<file path="src/inc/memspace_pkg.sv">
// constants and types for the core memory space decoder
package memspace_pkg;
  localparam int          ADDR_W          = 8;
  localparam int          PC_W            = 16;
  localparam int          PAGE_BITS       = 11;
  localparam int          REC_W           = 32;
  localparam logic [7:0]  DIRECT_SPLIT    = 8'h80;
  localparam logic [7:0]  BANK_TOP        = 8'h1F;
  localparam logic [7:0]  BITRAM_BASE     = 8'h20;
  localparam logic [7:0]  STACK_PTR_ADDR  = 8'h81;
  localparam logic [7:0]  STACK_PTR_RESET = 8'h07;
  localparam logic [7:0]  STATUS_ADDR     = 8'hD0;
  localparam logic [7:0]  PSTORE_ADDR     = 8'h8F;
  localparam int          BANK_LO_BIT     = 3;
  localparam int          BANK_HI_BIT     = 4;
  localparam int          PSTORE_WE_BIT   = 0;
  localparam logic [15:0] FLASH_LAST      = 16'h807F;
  localparam logic [15:0] FACTORY_FIRST   = 16'h7E00;
  localparam logic [15:0] FACTORY_LAST    = 16'h7FFF;
  localparam logic [7:0]  OPC_NOP         = 8'h00;
  localparam logic [7:0]  OPC_SPARE_NOP   = 8'hA5;

  typedef enum logic [2:0] {
    JUMP_NONE, JUMP_REL, JUMP_PAGE, JUMP_LONG
  } jump_kind_t;

  typedef enum logic [2:0] {
    ACC_NONE, ACC_DIRECT, ACC_INDIRECT, ACC_REG, ACC_BIT, ACC_EXT, ACC_CODE
  } access_kind_t;

  typedef enum logic [2:0] {
    STK_NONE, STK_PUSH, STK_POP, STK_INC, STK_DEC, STK_CALL, STK_RET
  } stack_op_t;

  typedef enum logic [2:0] {
    TGT_NONE, TGT_LOW_RAM, TGT_HIGH_RAM, TGT_SFR, TGT_PROG, TGT_XDATA
  } target_t;
endpackage

</file>
<file path="src/rtl/jump_target.sv">
// branch destination calculation for relative, page and long jumps
`timescale 1ns/100ps
module jump_target (
  input  wire memspace_pkg::jump_kind_t kind_i,
  input  wire logic [15:0]              next_pc_i,
  input  wire logic [15:0]              operand_i,
  output logic      [15:0]              target_o
);
  import memspace_pkg::*;
  always_comb begin
    case (kind_i)
      // signed rel offset
      JUMP_REL:  target_o = next_pc_i + {{8{operand_i[7]}}, operand_i[7:0]};
      // same 2K page
      JUMP_PAGE: target_o = {next_pc_i[15:PAGE_BITS],
                             operand_i[PAGE_BITS-1:0]};
      // full 16-bit target
      JUMP_LONG: target_o = operand_i;
      default:   target_o = next_pc_i;
    endcase
  end
endmodule

</file>
<file path="src/rtl/stack_record.sv">
// stack record shift register with overflow and underflow flags
`timescale 1ns/100ps
module stack_record #(
  parameter int DEPTH = 32
) (
  input  wire logic                   clk_i,
  input  wire logic                   nrst_i,
  input  wire memspace_pkg::stack_op_t op_i,
  output logic                        overflow_o,
  output logic                        underflow_o,
  output logic [DEPTH-1:0]            record_o
);
  import memspace_pkg::*;
  typedef struct packed {
    logic [DEPTH-1:0] bits;
    logic [5:0]       fill;
    logic             ovf;
    logic             unf;
  } rec_state_t;
  rec_state_t s_r, s_nxt;
  always_comb begin
    s_nxt = s_r;
    s_nxt.ovf = 1'b0;
    s_nxt.unf = 1'b0;
    case (op_i)
      // one bit in per push
      STK_PUSH, STK_INC: begin
        s_nxt.bits = {s_r.bits[DEPTH-2:0], 1'b1};
        if (s_r.fill >= 6'(DEPTH)) s_nxt.ovf = 1'b1;
        else s_nxt.fill = s_r.fill + 6'h01;
      end
      // two bits per call
      STK_CALL: begin
        s_nxt.bits = {s_r.bits[DEPTH-3:0], 2'h3};
        if (s_r.fill > 6'(DEPTH - 2)) s_nxt.ovf = 1'b1;
        else s_nxt.fill = s_r.fill + 6'h02;
      end
      STK_POP, STK_DEC: begin
        s_nxt.bits = {1'b0, s_r.bits[DEPTH-1:1]};
        // underflow detect
        if (s_r.fill == 6'h00) s_nxt.unf = 1'b1;
        else s_nxt.fill = s_r.fill - 6'h01;
      end
      STK_RET: begin
        s_nxt.bits = {2'h0, s_r.bits[DEPTH-1:2]};
        if (s_r.fill < 6'h02) begin
          s_nxt.unf  = 1'b1;
          s_nxt.fill = 6'h00;
        end else s_nxt.fill = s_r.fill - 6'h02;
      end
      default: s_nxt = s_nxt;
    endcase
  end
  always_ff @(posedge clk_i or negedge nrst_i) begin
    if (!nrst_i) s_r <= '0;
    else s_r <= s_nxt;
  end
  assign overflow_o  = s_r.ovf;
  assign underflow_o = s_r.unf;
  assign record_o    = s_r.bits;
endmodule

</file>
<file path="src/rtl/memspace_decoder.sv">
// operand address decoding, memory map and stack pointer for the core
`timescale 1ns/100ps
// Functional notes
// relative jump offset is signed 8-bit
// direct low half RAM, high half registers
// page jumps stay in 2K page
// long jumps load full 16 bits
// opcode A5 decodes as no-op
// indirect address from bank register 0/1
// program store spans 0000 to 807F
// software avoids factory area 7E00-7FFF
// store-enable routes external writes to program
// lower 128 bytes direct and indirect
// 00-1F hold four eight-register banks
// status bits 3,4 select bank
// indirect above 7F reaches upper RAM
// bytes 20-2F bit-addressable 00-7F
// bit or byte set by instruction type
// stack pointer marks last used location
// stack pointer resets to 07
// record shifts one or two bits
// record flags overflow and underflow
// registers at x0/x8 bit-addressable
// software avoids unoccupied register addresses
// program/data chosen by instruction type
// upper bit addresses map to registers
module memspace_decoder (
  input  wire logic                        SYS_CLK_I,
  input  wire logic                        NRST_I,
  input  wire logic [7:0]                  OPCODE_I,
  input  wire memspace_pkg::access_kind_t  ACCESS_I,
  input  wire logic                        WRITE_I,
  input  wire logic [7:0]                  OPERAND_ADDR_I,
  input  wire logic [2:0]                  REG_NUM_I,
  input  wire logic                        INDEX_SEL_I,
  input  wire logic [7:0]                  INDEX_VALUE_I,
  input  wire logic [15:0]                 LONG_ADDR_I,
  input  wire memspace_pkg::jump_kind_t    JUMP_I,
  input  wire logic [15:0]                 NEXT_PC_I,
  input  wire logic [15:0]                 JUMP_OPERAND_I,
  input  wire memspace_pkg::stack_op_t     STACK_OP_I,
  input  wire logic                        SFR_WE_I,
  input  wire logic [7:0]                  SFR_WDATA_I,
  output logic                             NOP_O,
  output memspace_pkg::target_t            TARGET_O,
  output logic [15:0]                      MEM_ADDR_O,
  output logic                             BIT_ACCESS_O,
  output logic [2:0]                       BIT_POS_O,
  output logic                             BIT_ADDRESSABLE_O,
  output logic                             FLASH_HIT_O,
  output logic                             FACTORY_HIT_O,
  output logic [15:0]                      JUMP_TARGET_O,
  output logic [7:0]                       STACK_POINTER_O,
  output logic [7:0]                       STACK_ADDR_O,
  output logic [1:0]                       BANK_O,
  output logic                             STORE_WE_O,
  output logic                             STACK_OVERFLOW_O,
  output logic                             STACK_UNDERFLOW_O,
  output logic [31:0]                      STACK_RECORD_O
);
  import memspace_pkg::*;

  typedef struct packed {
    logic [7:0]  sp;
    logic [7:0]  status;
    logic [7:0]  pstore;
    target_t     tgt;
    logic [15:0] addr;
    logic        bit_acc;
    logic [2:0]  bit_pos;
    logic        bit_ok;
  } dec_state_t;

  dec_state_t s_r, s_nxt;

  // bank register byte address in low RAM
  function automatic logic [7:0] bank_reg(input logic [1:0] bank,
                                          input logic [2:0] num);
    bank_reg = {3'h0, bank, num};
  endfunction

  // registers at x0/x8 accept bit access
  function automatic logic sfr_bit_ok(input logic [7:0] a);
    sfr_bit_ok = (a[2:0] == 3'h0);
  endfunction

  logic [1:0] bank;
  logic [7:0] sp_plus;
  logic [7:0] sp_minus;

  // bank from status bits
  assign bank     = {s_r.status[BANK_HI_BIT], s_r.status[BANK_LO_BIT]};
  assign sp_plus  = s_r.sp + 8'h01;
  assign sp_minus = s_r.sp - 8'h01;

  always_comb begin
    s_nxt         = s_r;
    s_nxt.tgt     = TGT_NONE;
    s_nxt.addr    = 16'h0000;
    s_nxt.bit_acc = 1'b0;
    s_nxt.bit_pos = 3'h0;
    s_nxt.bit_ok  = 1'b0;

    // register writes from the execution side
    if (SFR_WE_I) begin
      if (OPERAND_ADDR_I == STACK_PTR_ADDR) s_nxt.sp = SFR_WDATA_I;
      if (OPERAND_ADDR_I == STATUS_ADDR)    s_nxt.status = SFR_WDATA_I;
      if (OPERAND_ADDR_I == PSTORE_ADDR)    s_nxt.pstore = SFR_WDATA_I;
    end

    // pre-increment push
    case (STACK_OP_I)
      STK_PUSH, STK_INC: s_nxt.sp = sp_plus;
      STK_CALL:          s_nxt.sp = s_r.sp + 8'h02;
      STK_POP, STK_DEC:  s_nxt.sp = sp_minus;
      STK_RET:           s_nxt.sp = s_r.sp - 8'h02;
      default:           s_nxt.sp = s_nxt.sp;
    endcase

    // space follows instruction type
    case (ACCESS_I)
      ACC_DIRECT: begin
        s_nxt.addr = {8'h00, OPERAND_ADDR_I};
        // direct split at 80
        if (OPERAND_ADDR_I < DIRECT_SPLIT) s_nxt.tgt = TGT_LOW_RAM;
        else s_nxt.tgt = TGT_SFR;
      end
      ACC_INDIRECT: begin
        // index from bank register 0/1
        s_nxt.addr = {8'h00, INDEX_VALUE_I};
        // indirect high half is upper RAM
        if (INDEX_VALUE_I < DIRECT_SPLIT) s_nxt.tgt = TGT_LOW_RAM;
        else s_nxt.tgt = TGT_HIGH_RAM;
      end
      ACC_REG: begin
        // bank register location
        s_nxt.tgt  = TGT_LOW_RAM;
        s_nxt.addr = {8'h00, bank_reg(bank, REG_NUM_I)};
      end
      ACC_BIT: begin
        // bit form from instruction type
        s_nxt.bit_acc = 1'b1;
        s_nxt.bit_pos = OPERAND_ADDR_I[2:0];
        if (OPERAND_ADDR_I < DIRECT_SPLIT) begin
          // bit 8k+n in byte 20+k
          s_nxt.tgt    = TGT_LOW_RAM;
          s_nxt.addr   = {8'h00, BITRAM_BASE + {4'h0, OPERAND_ADDR_I[6:3]}};
          s_nxt.bit_ok = 1'b1;
        end else begin
          // clear low three bits
          s_nxt.tgt    = TGT_SFR;
          s_nxt.addr   = {8'h00, OPERAND_ADDR_I[7:3], 3'h0};
          s_nxt.bit_ok = 1'b1;
        end
      end
      ACC_EXT: begin
        s_nxt.addr = LONG_ADDR_I;
        // store-enable steers writes
        if (WRITE_I && s_r.pstore[PSTORE_WE_BIT]) s_nxt.tgt = TGT_PROG;
        else s_nxt.tgt = TGT_XDATA;
      end
      ACC_CODE: begin
        s_nxt.tgt  = TGT_PROG;
        s_nxt.addr = LONG_ADDR_I;
      end
      default: s_nxt.tgt = TGT_NONE;
    endcase

    // direct byte access to x0/x8 reports bit capability
    if (ACCESS_I == ACC_DIRECT && OPERAND_ADDR_I >= DIRECT_SPLIT)
      s_nxt.bit_ok = sfr_bit_ok(OPERAND_ADDR_I);
    // low half always byte-usable, but only 20-2F report bit capability
    if (ACCESS_I == ACC_DIRECT && OPERAND_ADDR_I < DIRECT_SPLIT)
      s_nxt.bit_ok = (OPERAND_ADDR_I[7:4] == BITRAM_BASE[7:4]);
  end

  always_ff @(posedge SYS_CLK_I or negedge NRST_I) begin
    if (!NRST_I) begin
      s_r        <= '0;
      // reset value 07
      s_r.sp     <= STACK_PTR_RESET;
      s_r.tgt    <= TGT_NONE;
    end else begin
      s_r <= s_nxt;
    end
  end

  // A5 treated as no-op
  assign NOP_O = (OPCODE_I == OPC_NOP) || (OPCODE_I == OPC_SPARE_NOP);

  // program store range
  assign FLASH_HIT_O   = (s_r.tgt == TGT_PROG) && (s_r.addr <= FLASH_LAST);
  // reported only; protection is left to software
  assign FACTORY_HIT_O = (s_r.tgt == TGT_PROG) &&
                         (s_r.addr >= FACTORY_FIRST) &&
                         (s_r.addr <= FACTORY_LAST);

  assign TARGET_O          = s_r.tgt;
  assign MEM_ADDR_O        = s_r.addr;
  assign BIT_ACCESS_O      = s_r.bit_acc;
  assign BIT_POS_O         = s_r.bit_pos;
  assign BIT_ADDRESSABLE_O = s_r.bit_ok;
  assign STACK_POINTER_O   = s_r.sp;
  // push location is one past the last used byte
  assign STACK_ADDR_O      = sp_plus;
  assign BANK_O            = bank;
  assign STORE_WE_O        = s_r.pstore[PSTORE_WE_BIT];

  // INDEX_SEL_I is only sunk here; the index value arrives on INDEX_VALUE_I
  logic unused_index;
  assign unused_index = INDEX_SEL_I;

  jump_target u_jump (
    .kind_i    (JUMP_I),
    .next_pc_i (NEXT_PC_I),
    .operand_i (JUMP_OPERAND_I),
    .target_o  (JUMP_TARGET_O)
  );

  stack_record #(
    .DEPTH (REC_W)
  ) u_record (
    .clk_i       (SYS_CLK_I),
    .nrst_i      (NRST_I),
    .op_i        (STACK_OP_I),
    .overflow_o  (STACK_OVERFLOW_O),
    .underflow_o (STACK_UNDERFLOW_O),
    .record_o    (STACK_RECORD_O)
  );
endmodule

</file>
<file path="config.mk">
export PLATFORM = sky130hd
export DESIGN_NAME = memspace_decoder
export DESIGN_NICKNAME = d
export VERILOG_FILES = /design/src/inc/memspace_pkg.sv /design/src/rtl/jump_target.sv /design/src/rtl/stack_record.sv /design/src/rtl/memspace_decoder.sv
export SDC_FILE = /design/constraint.sdc
export NUM_CORES = 1
export LEC_CHECK = 0
export BUFFER_PORTS_ARGS = -buffer_cell sky130_fd_sc_hd__buf_4
export CAP_MARGIN = 15
export CORE_ASPECT_RATIO = 0.75
export CORE_MARGIN = 2
export CORE_UTILIZATION = 51
export CTS_CLUSTER_DIAMETER = 50
export CTS_CLUSTER_SIZE = 8
export DETAILED_ROUTE_END_ITERATION = 8
export PLACE_DENSITY_LB_ADDON = 0.05
export SYNTH_ARGS = -nofsm -noshare
export SYNTH_HDL_FRONTEND = slang
export SYNTH_SLANG_ARGS = --single-unit
</file>
<file path="constraint.sdc">
create_clock -name SYS_CLK_I -period 2.8 [get_ports SYS_CLK_I]
set_clock_uncertainty 0.1 [all_clocks]
set_input_delay 0.28 -clock SYS_CLK_I [delete_from_list [all_inputs] [get_ports SYS_CLK_I]]
set_output_delay 0.28 -clock SYS_CLK_I [all_outputs]
set_load 0.02 [all_outputs]
</file>
== After elaboration in Yosys (flattened, before gate mapping) ==
Cells that the tools add are included.
Word-level totals
  input bits: 97
  register bits after elaboration: 88
  output and inout port bits: 96
  logic and storage cells: 101
Cells by class
  order comparisons: 9
  equality and inequality tests: 24
  reductions and logical operators: 20
  add/sub/neg operators: 10
  muxes and demuxes: 26
Operators by type and width (number)
  38-bit case mux with 4 select lines: 1
  16-bit case mux with 5 select lines: 1
  16-bit case mux with 3 select lines: 1
  8-bit == test, second input constant: 4
  8-bit case mux with 4 select lines: 1
  24-bit 2-to-1 mux: 1
  6-bit 2-to-1 mux: 4
  8-bit 2-to-1 mux: 3
  3-bit == test, second input constant: 7
  3-bit by 2-bit == test with 1-bit output, second input constant: 6
  18-bit 2-to-1 mux: 1
  3-bit case mux with 6 select lines: 1
  16-bit adder: 1
  16-bit by 15-bit greater-or-equal comparator with 1-bit output, second input constant: 1
  16-bit by 15-bit less-or-equal comparator with 1-bit output, second input constant: 1
  16-bit less-or-equal comparator, second input constant: 1
  8-bit < comparator, second input constant: 2
  5-bit nonzero test: 2
  3-bit by 1-bit == test with 1-bit output, second input constant: 3
  8-bit by 1-bit adder with 8-bit output, second input constant: 1
  8-bit by 2-bit adder with 8-bit output, second input constant: 1
  8-bit greater-or-equal comparator, second input constant: 1
  8-bit zero test: 1
  8-bit by 1-bit subtractor with 8-bit output, second input constant: 1
  other kinds (23): 42

== Longest topological paths before layout ==
  depth in word-level cells: 4
  mapped depth: 11
  depth with buffers taken out: 10

== Modules after synthesis ==
From an unflattened synthesis, not the netlist that was laid out.
Second synthesis, totals
  cell total of the unflattened synthesis: 919
  area total of the unflattened synthesis: 7223.2 um2
Modules (own cells, without submodules)
  stack_record: cells each 465, seq. area each 1001.0 um2, instances 1, area an instance 3604.7 um2
  memspace_decoder: cells each 293, seq. area each 879.6 um2, instances 1, area an instance 2565.0 um2
  jump_target: cells each 161, seq. area each 0.0 um2, instances 1, area an instance 1053.5 um2

== Worst setup path after synthesis ==
No wires, ideal clock.
  path kind: flip-flop to flip-flop
  start: reg s_r (netlist bit STACK_POINTER_O[2])
  end: reg s_r (netlist bit STACK_POINTER_O[5])
  buffers on the path: 1
  required time: 2573 ps
  period minus slack after synthesis: 2610 ps
  stages on the path, launching flop included: 10
  arrival: 2383 ps
  library setup time: 127 ps
  setup slack: 190 ps
  path through: dfstp_2 > clkbuf_1 > xnor2_1 > ha_1 > or2_2 > or2_2 > o22ai_1 > a21oi_1 > a221oi_1 > nor2_1
Between the ends
  cells in the longest elaborated chain, start to end: 2
  elaborated cells between the ends (all ways): 5
  those cells by class: add/sub (4); mux (1)
RTL lines
  start: declaration: RTL line memspace_decoder.sv:74  | dec_state_t s_r, s_nxt;
  start signal: assignment: RTL line memspace_decoder.sv:184  | s_r <= s_nxt;
  8-bit by 2-bit subtractor with 8-bit output (tied with other cells): RTL line memspace_decoder.sv:116  | STK_RET: s_nxt.sp = s_r.sp - 8'h02;
  8-bit case mux with 4 select lines *: RTL line memspace_decoder.sv:112  | case (STACK_OP_I)
Every way passes the cells marked *; elsewhere a longest branch is shown, timed or not.
A chain may end at the register's enable or synchronous reset.

== Final worst setup path ==
  start: in NEXT_PC_I[0]
  end: out JUMP_TARGET_O[10]
Between the ends
  cells in the longest elaborated chain, start to end: 2
RTL lines
  start: declaration: RTL line memspace_decoder.sv:39  | input wire logic [15:0] NEXT_PC_I,
  16-bit adder: RTL line jump_target.sv:13  | JUMP_REL: target_o = next_pc_i + {{8{operand_i[7]}}, operand_i[7:0]};
  16-bit case mux with 3 select lines: RTL line jump_target.sv:11  | case (kind_i)
  end: declaration: RTL line memspace_decoder.sv:52  | output logic [15:0] JUMP_TARGET_O,
No other way between the ends.

==> impl_results.md <==
* Status: finished with violations
* Failing checks: negative hold slack
* Hold buffer count at cts at 0
* Latest clock arrival within the worst-skew pair at 0.34 ns
* Number of synthesized flops with an enable pin at 0
* Die Span Y at 105.2 um
* Yosys warns at 0
* Final Critical Period at 2.605 ns
* Total gr overflow at 0
* Mapped cell area at 6963 sq um
* Top cells by area, synth: dfrtp_1 (26%), nand2_1 (6.1%), o21ai_0 (5.0%)
* Post-CTS Setup Bufs at 0
* Main synth FF type: dfrtp_1
* Ant. Diodes at 0
* CP Class: in2out
* Synth top area share at 0.2588
* Worst path required time at 2.42 ns
* Die X at 138.9 um
* Setup slack at placement at 0.08345 ns
* # fillers at 1,225
* Clk slew on worst S/H paths at 0.06 ns
* Syn_nets at 1,032
* WL final at 20,150 um
* CTS tree: built
* Wire per inst at 16.58 um
* Die area at 14,610 sq um
* Routed vias at 7,275
* Slowest cell on the critical path: fa_1
* Crit-path cells: buf_4 > ha_1 > fa_1 > a21oi_2 > nor2_1 > o32ai_2 > xor2_1 > a31o_2 > a21oi_1 > buf_4
* Layout cells sized above 1 at 0.2577
* Final Max Slew Viols at 0
* Worst Path Buf+Inv at 2
* Worst slew margin at 0.3441
* Power per cell area at 646.4 nW/um^2
* Fmax at 383.9 MHz
* Final nets at 1,163
* Remaining DRCs at 0
* Crit path arrival time at 2.23 ns
* Fin util at 0.6536
* Min-delay worst type: in2async
* CP most frequent cell: buf_4
* Clock Sinks at 75
* Register-to-Register Path Depth at 6
* Port bufs at 191
* Quantity of gates resized following cts at 0
* Root buffer cell: clkbuf_16
* CP max FO at 3
* Final Cycle Share at 0.9304
* Post-Syn Area per Cell at 7.668 sq um
* WHS at -0.009217 ns
* Routed Antenna Nets at 0
* Largest net degree at the start of global routing at 76
* First-pass detailed-route iteration total at 5
* Core area at 13,150 sq um
* Crit-path leading delay family: compound AO/OA/AOI/OAI gates
* P&R area growth vs syn at 23.47%
* Stages on the worst setup path at 10
* Row count at 36
* Syn Inst Count at 908
* Gr usage total at 0.2732
* H-Tree Depth at 3
* DRC violation total after the first TritonRoute iteration at 632
* Worst-Margin Slew at 0.9839 ns
* Final Hold Vio Count at 3
* Final Total Pwr at 5557 uW
* Io pins at 193
* Number of buffers created by CTS at 9
* Worst IR Drop VDD at 398.1 uV
* Final setup TNS at 0 ns
* Cell with the most instances after synthesis: nand2_1
* RD Place Congestion at 0.9262
* Synth cell count leaders: nand2_1 (114), nor2_1 (77), dfrtp_1 (72)
* Setup WS post-layout at 0.1950 ns
* Dpl hpwl at 14,520 um
* Count of cell types in the netlist at 75
* Sequential-to-total area share from yosys stat at 0.2701
* Yosys reg bits at 75
* RSZ-0062 raised after global routing: false
* Crit path launch type: input port
* Starting Density at 0.5294
* Via/cell ratio at 5.988
* Critical path capture point type: output pin
* Max-cap violations at 0
* Max incr delay on CP at 0.42 ns
* Max clock buf depth at 2
* P_leak at 0.003946 uW
* Vias in the first global route at 6,627
* First-pass GRT wire length at 33,600 um
* Post-synth ARST share at 1.000
* Initial antenna violation count at 0
* Dominant cell type by area after synthesis: dfrtp_1
* Endpoints failing setup at 0
-- power by group --
group	switching (uW)	total, uW	internal, uW
clock network	473	1260	782
logic	1450	2630	1180
registers	365	1670	1300
total	2290	5560	3270
-- cell families (layout without fill, tap and decap cells) --
group                    count (synthesis)  after routing  synth area share
AND/OR/NAND/NOR                        312            312            0.2099
AO/OA/AOI/OAI                          311            311            0.2961
buffers and inverters                  125            261           0.09128
flip-flops                              75             75            0.2701
multiplexers                            34             34           0.05175
adder cells (fa/ha/maj)                 27             27           0.05067
XOR/XNOR                                24             24           0.03019
-- cell usage in the layout (no fill, tap or decap), types with 16 or more instances in the layout --
cell type	synthesis	layout
a21oi_1	57	56
a22oi_1	20	20
buf_4	35	215
dfrtp_1	72	72
ha_1	25	25
inv_1	27	27
mux2_2	16	16
mux2i_1	18	18
nand2_1	114	114
nand3_1	25	25
nor2_1	77	77
nor3_1	25	25
o21ai_0	69	68
o221ai_1	17	17
o22ai_1	45	45
-- metrics by stage --
stage,cell area [sq um],instances
2_1_floorplan,6963,908
3_3_place_gp,8268,1199
3_5_place_dp,8268,1199
4_1_cts,8586,1215
5_1_grt,8597,1215
6_report,8597,1215
-- per-layer routing --
metal,vias to the layer above,routed length (um),share of wire,track usage
li1,3578,-,-,-
met1,3367,9381,0.47,0.4027
met2,310,9042,0.45,0.4191
met3,20,1493,0.074,0.05179
met4,0,228,0.011,0.05339
met5,-,0,0,0
-- final timing paths --
path / from / end / slack, ns
min: NRST_I / u_record.s_r[5] / -0.009
min in group SYS_CLK_I: LONG_ADDR_I[7] / MEM_ADDR_O[7] / 0.03
min reg2reg: BANK_O[1] / BANK_O[1] / 0.45
max in group asynchronous: NRST_I / MEM_ADDR_O[13] / 1.97
max: NEXT_PC_I[0] / JUMP_TARGET_O[10] / 0.19
max reg2reg: STACK_POINTER_O[4] / STACK_POINTER_O[7] / 0.34
-- final cells by class --
type | count | area, sq um | share of cell area
multi-input combinational | 708 | 4458 | 0.5186
inverter | 30 | 112.6 | 0.01310
clock inverter | 6 | 88.84 | 0.01033
clock buffer | 10 | 229.0 | 0.02663
sequential | 75 | 1881 | 0.2187
timing repair buffer | 215 | 1614 | 0.1877
tap | 171 | 214.0 | 0.02489
-- flip-flops by register name (all words and copies together) (netlist names) --
name                  cells
BIT_ADDRESSABLE_O         1
STORE_WE_O                1
BIT_POS_O                 3
u_record.record_o        32
TARGET_O                  3
u_record.s_r              6
BIT_ACCESS_O              1
STACK_POINTER_O           8
u_record.underflow_o      1
BANK_O                    2
MEM_ADDR_O               16
u_record.overflow_o       1
-- worst reg2reg max path: cells and delay by family, from the launching register on --
kind | cells | cell delay (ns)
flip-flops | 1 | 0.37
AO/OA/AOI/OAI | 2 | 0.91
AND/OR/NAND/NOR | 3 | 0.83
XOR/XNOR | 1 | 0.10
Note: power is estimated with default switching activity, not from simulation.
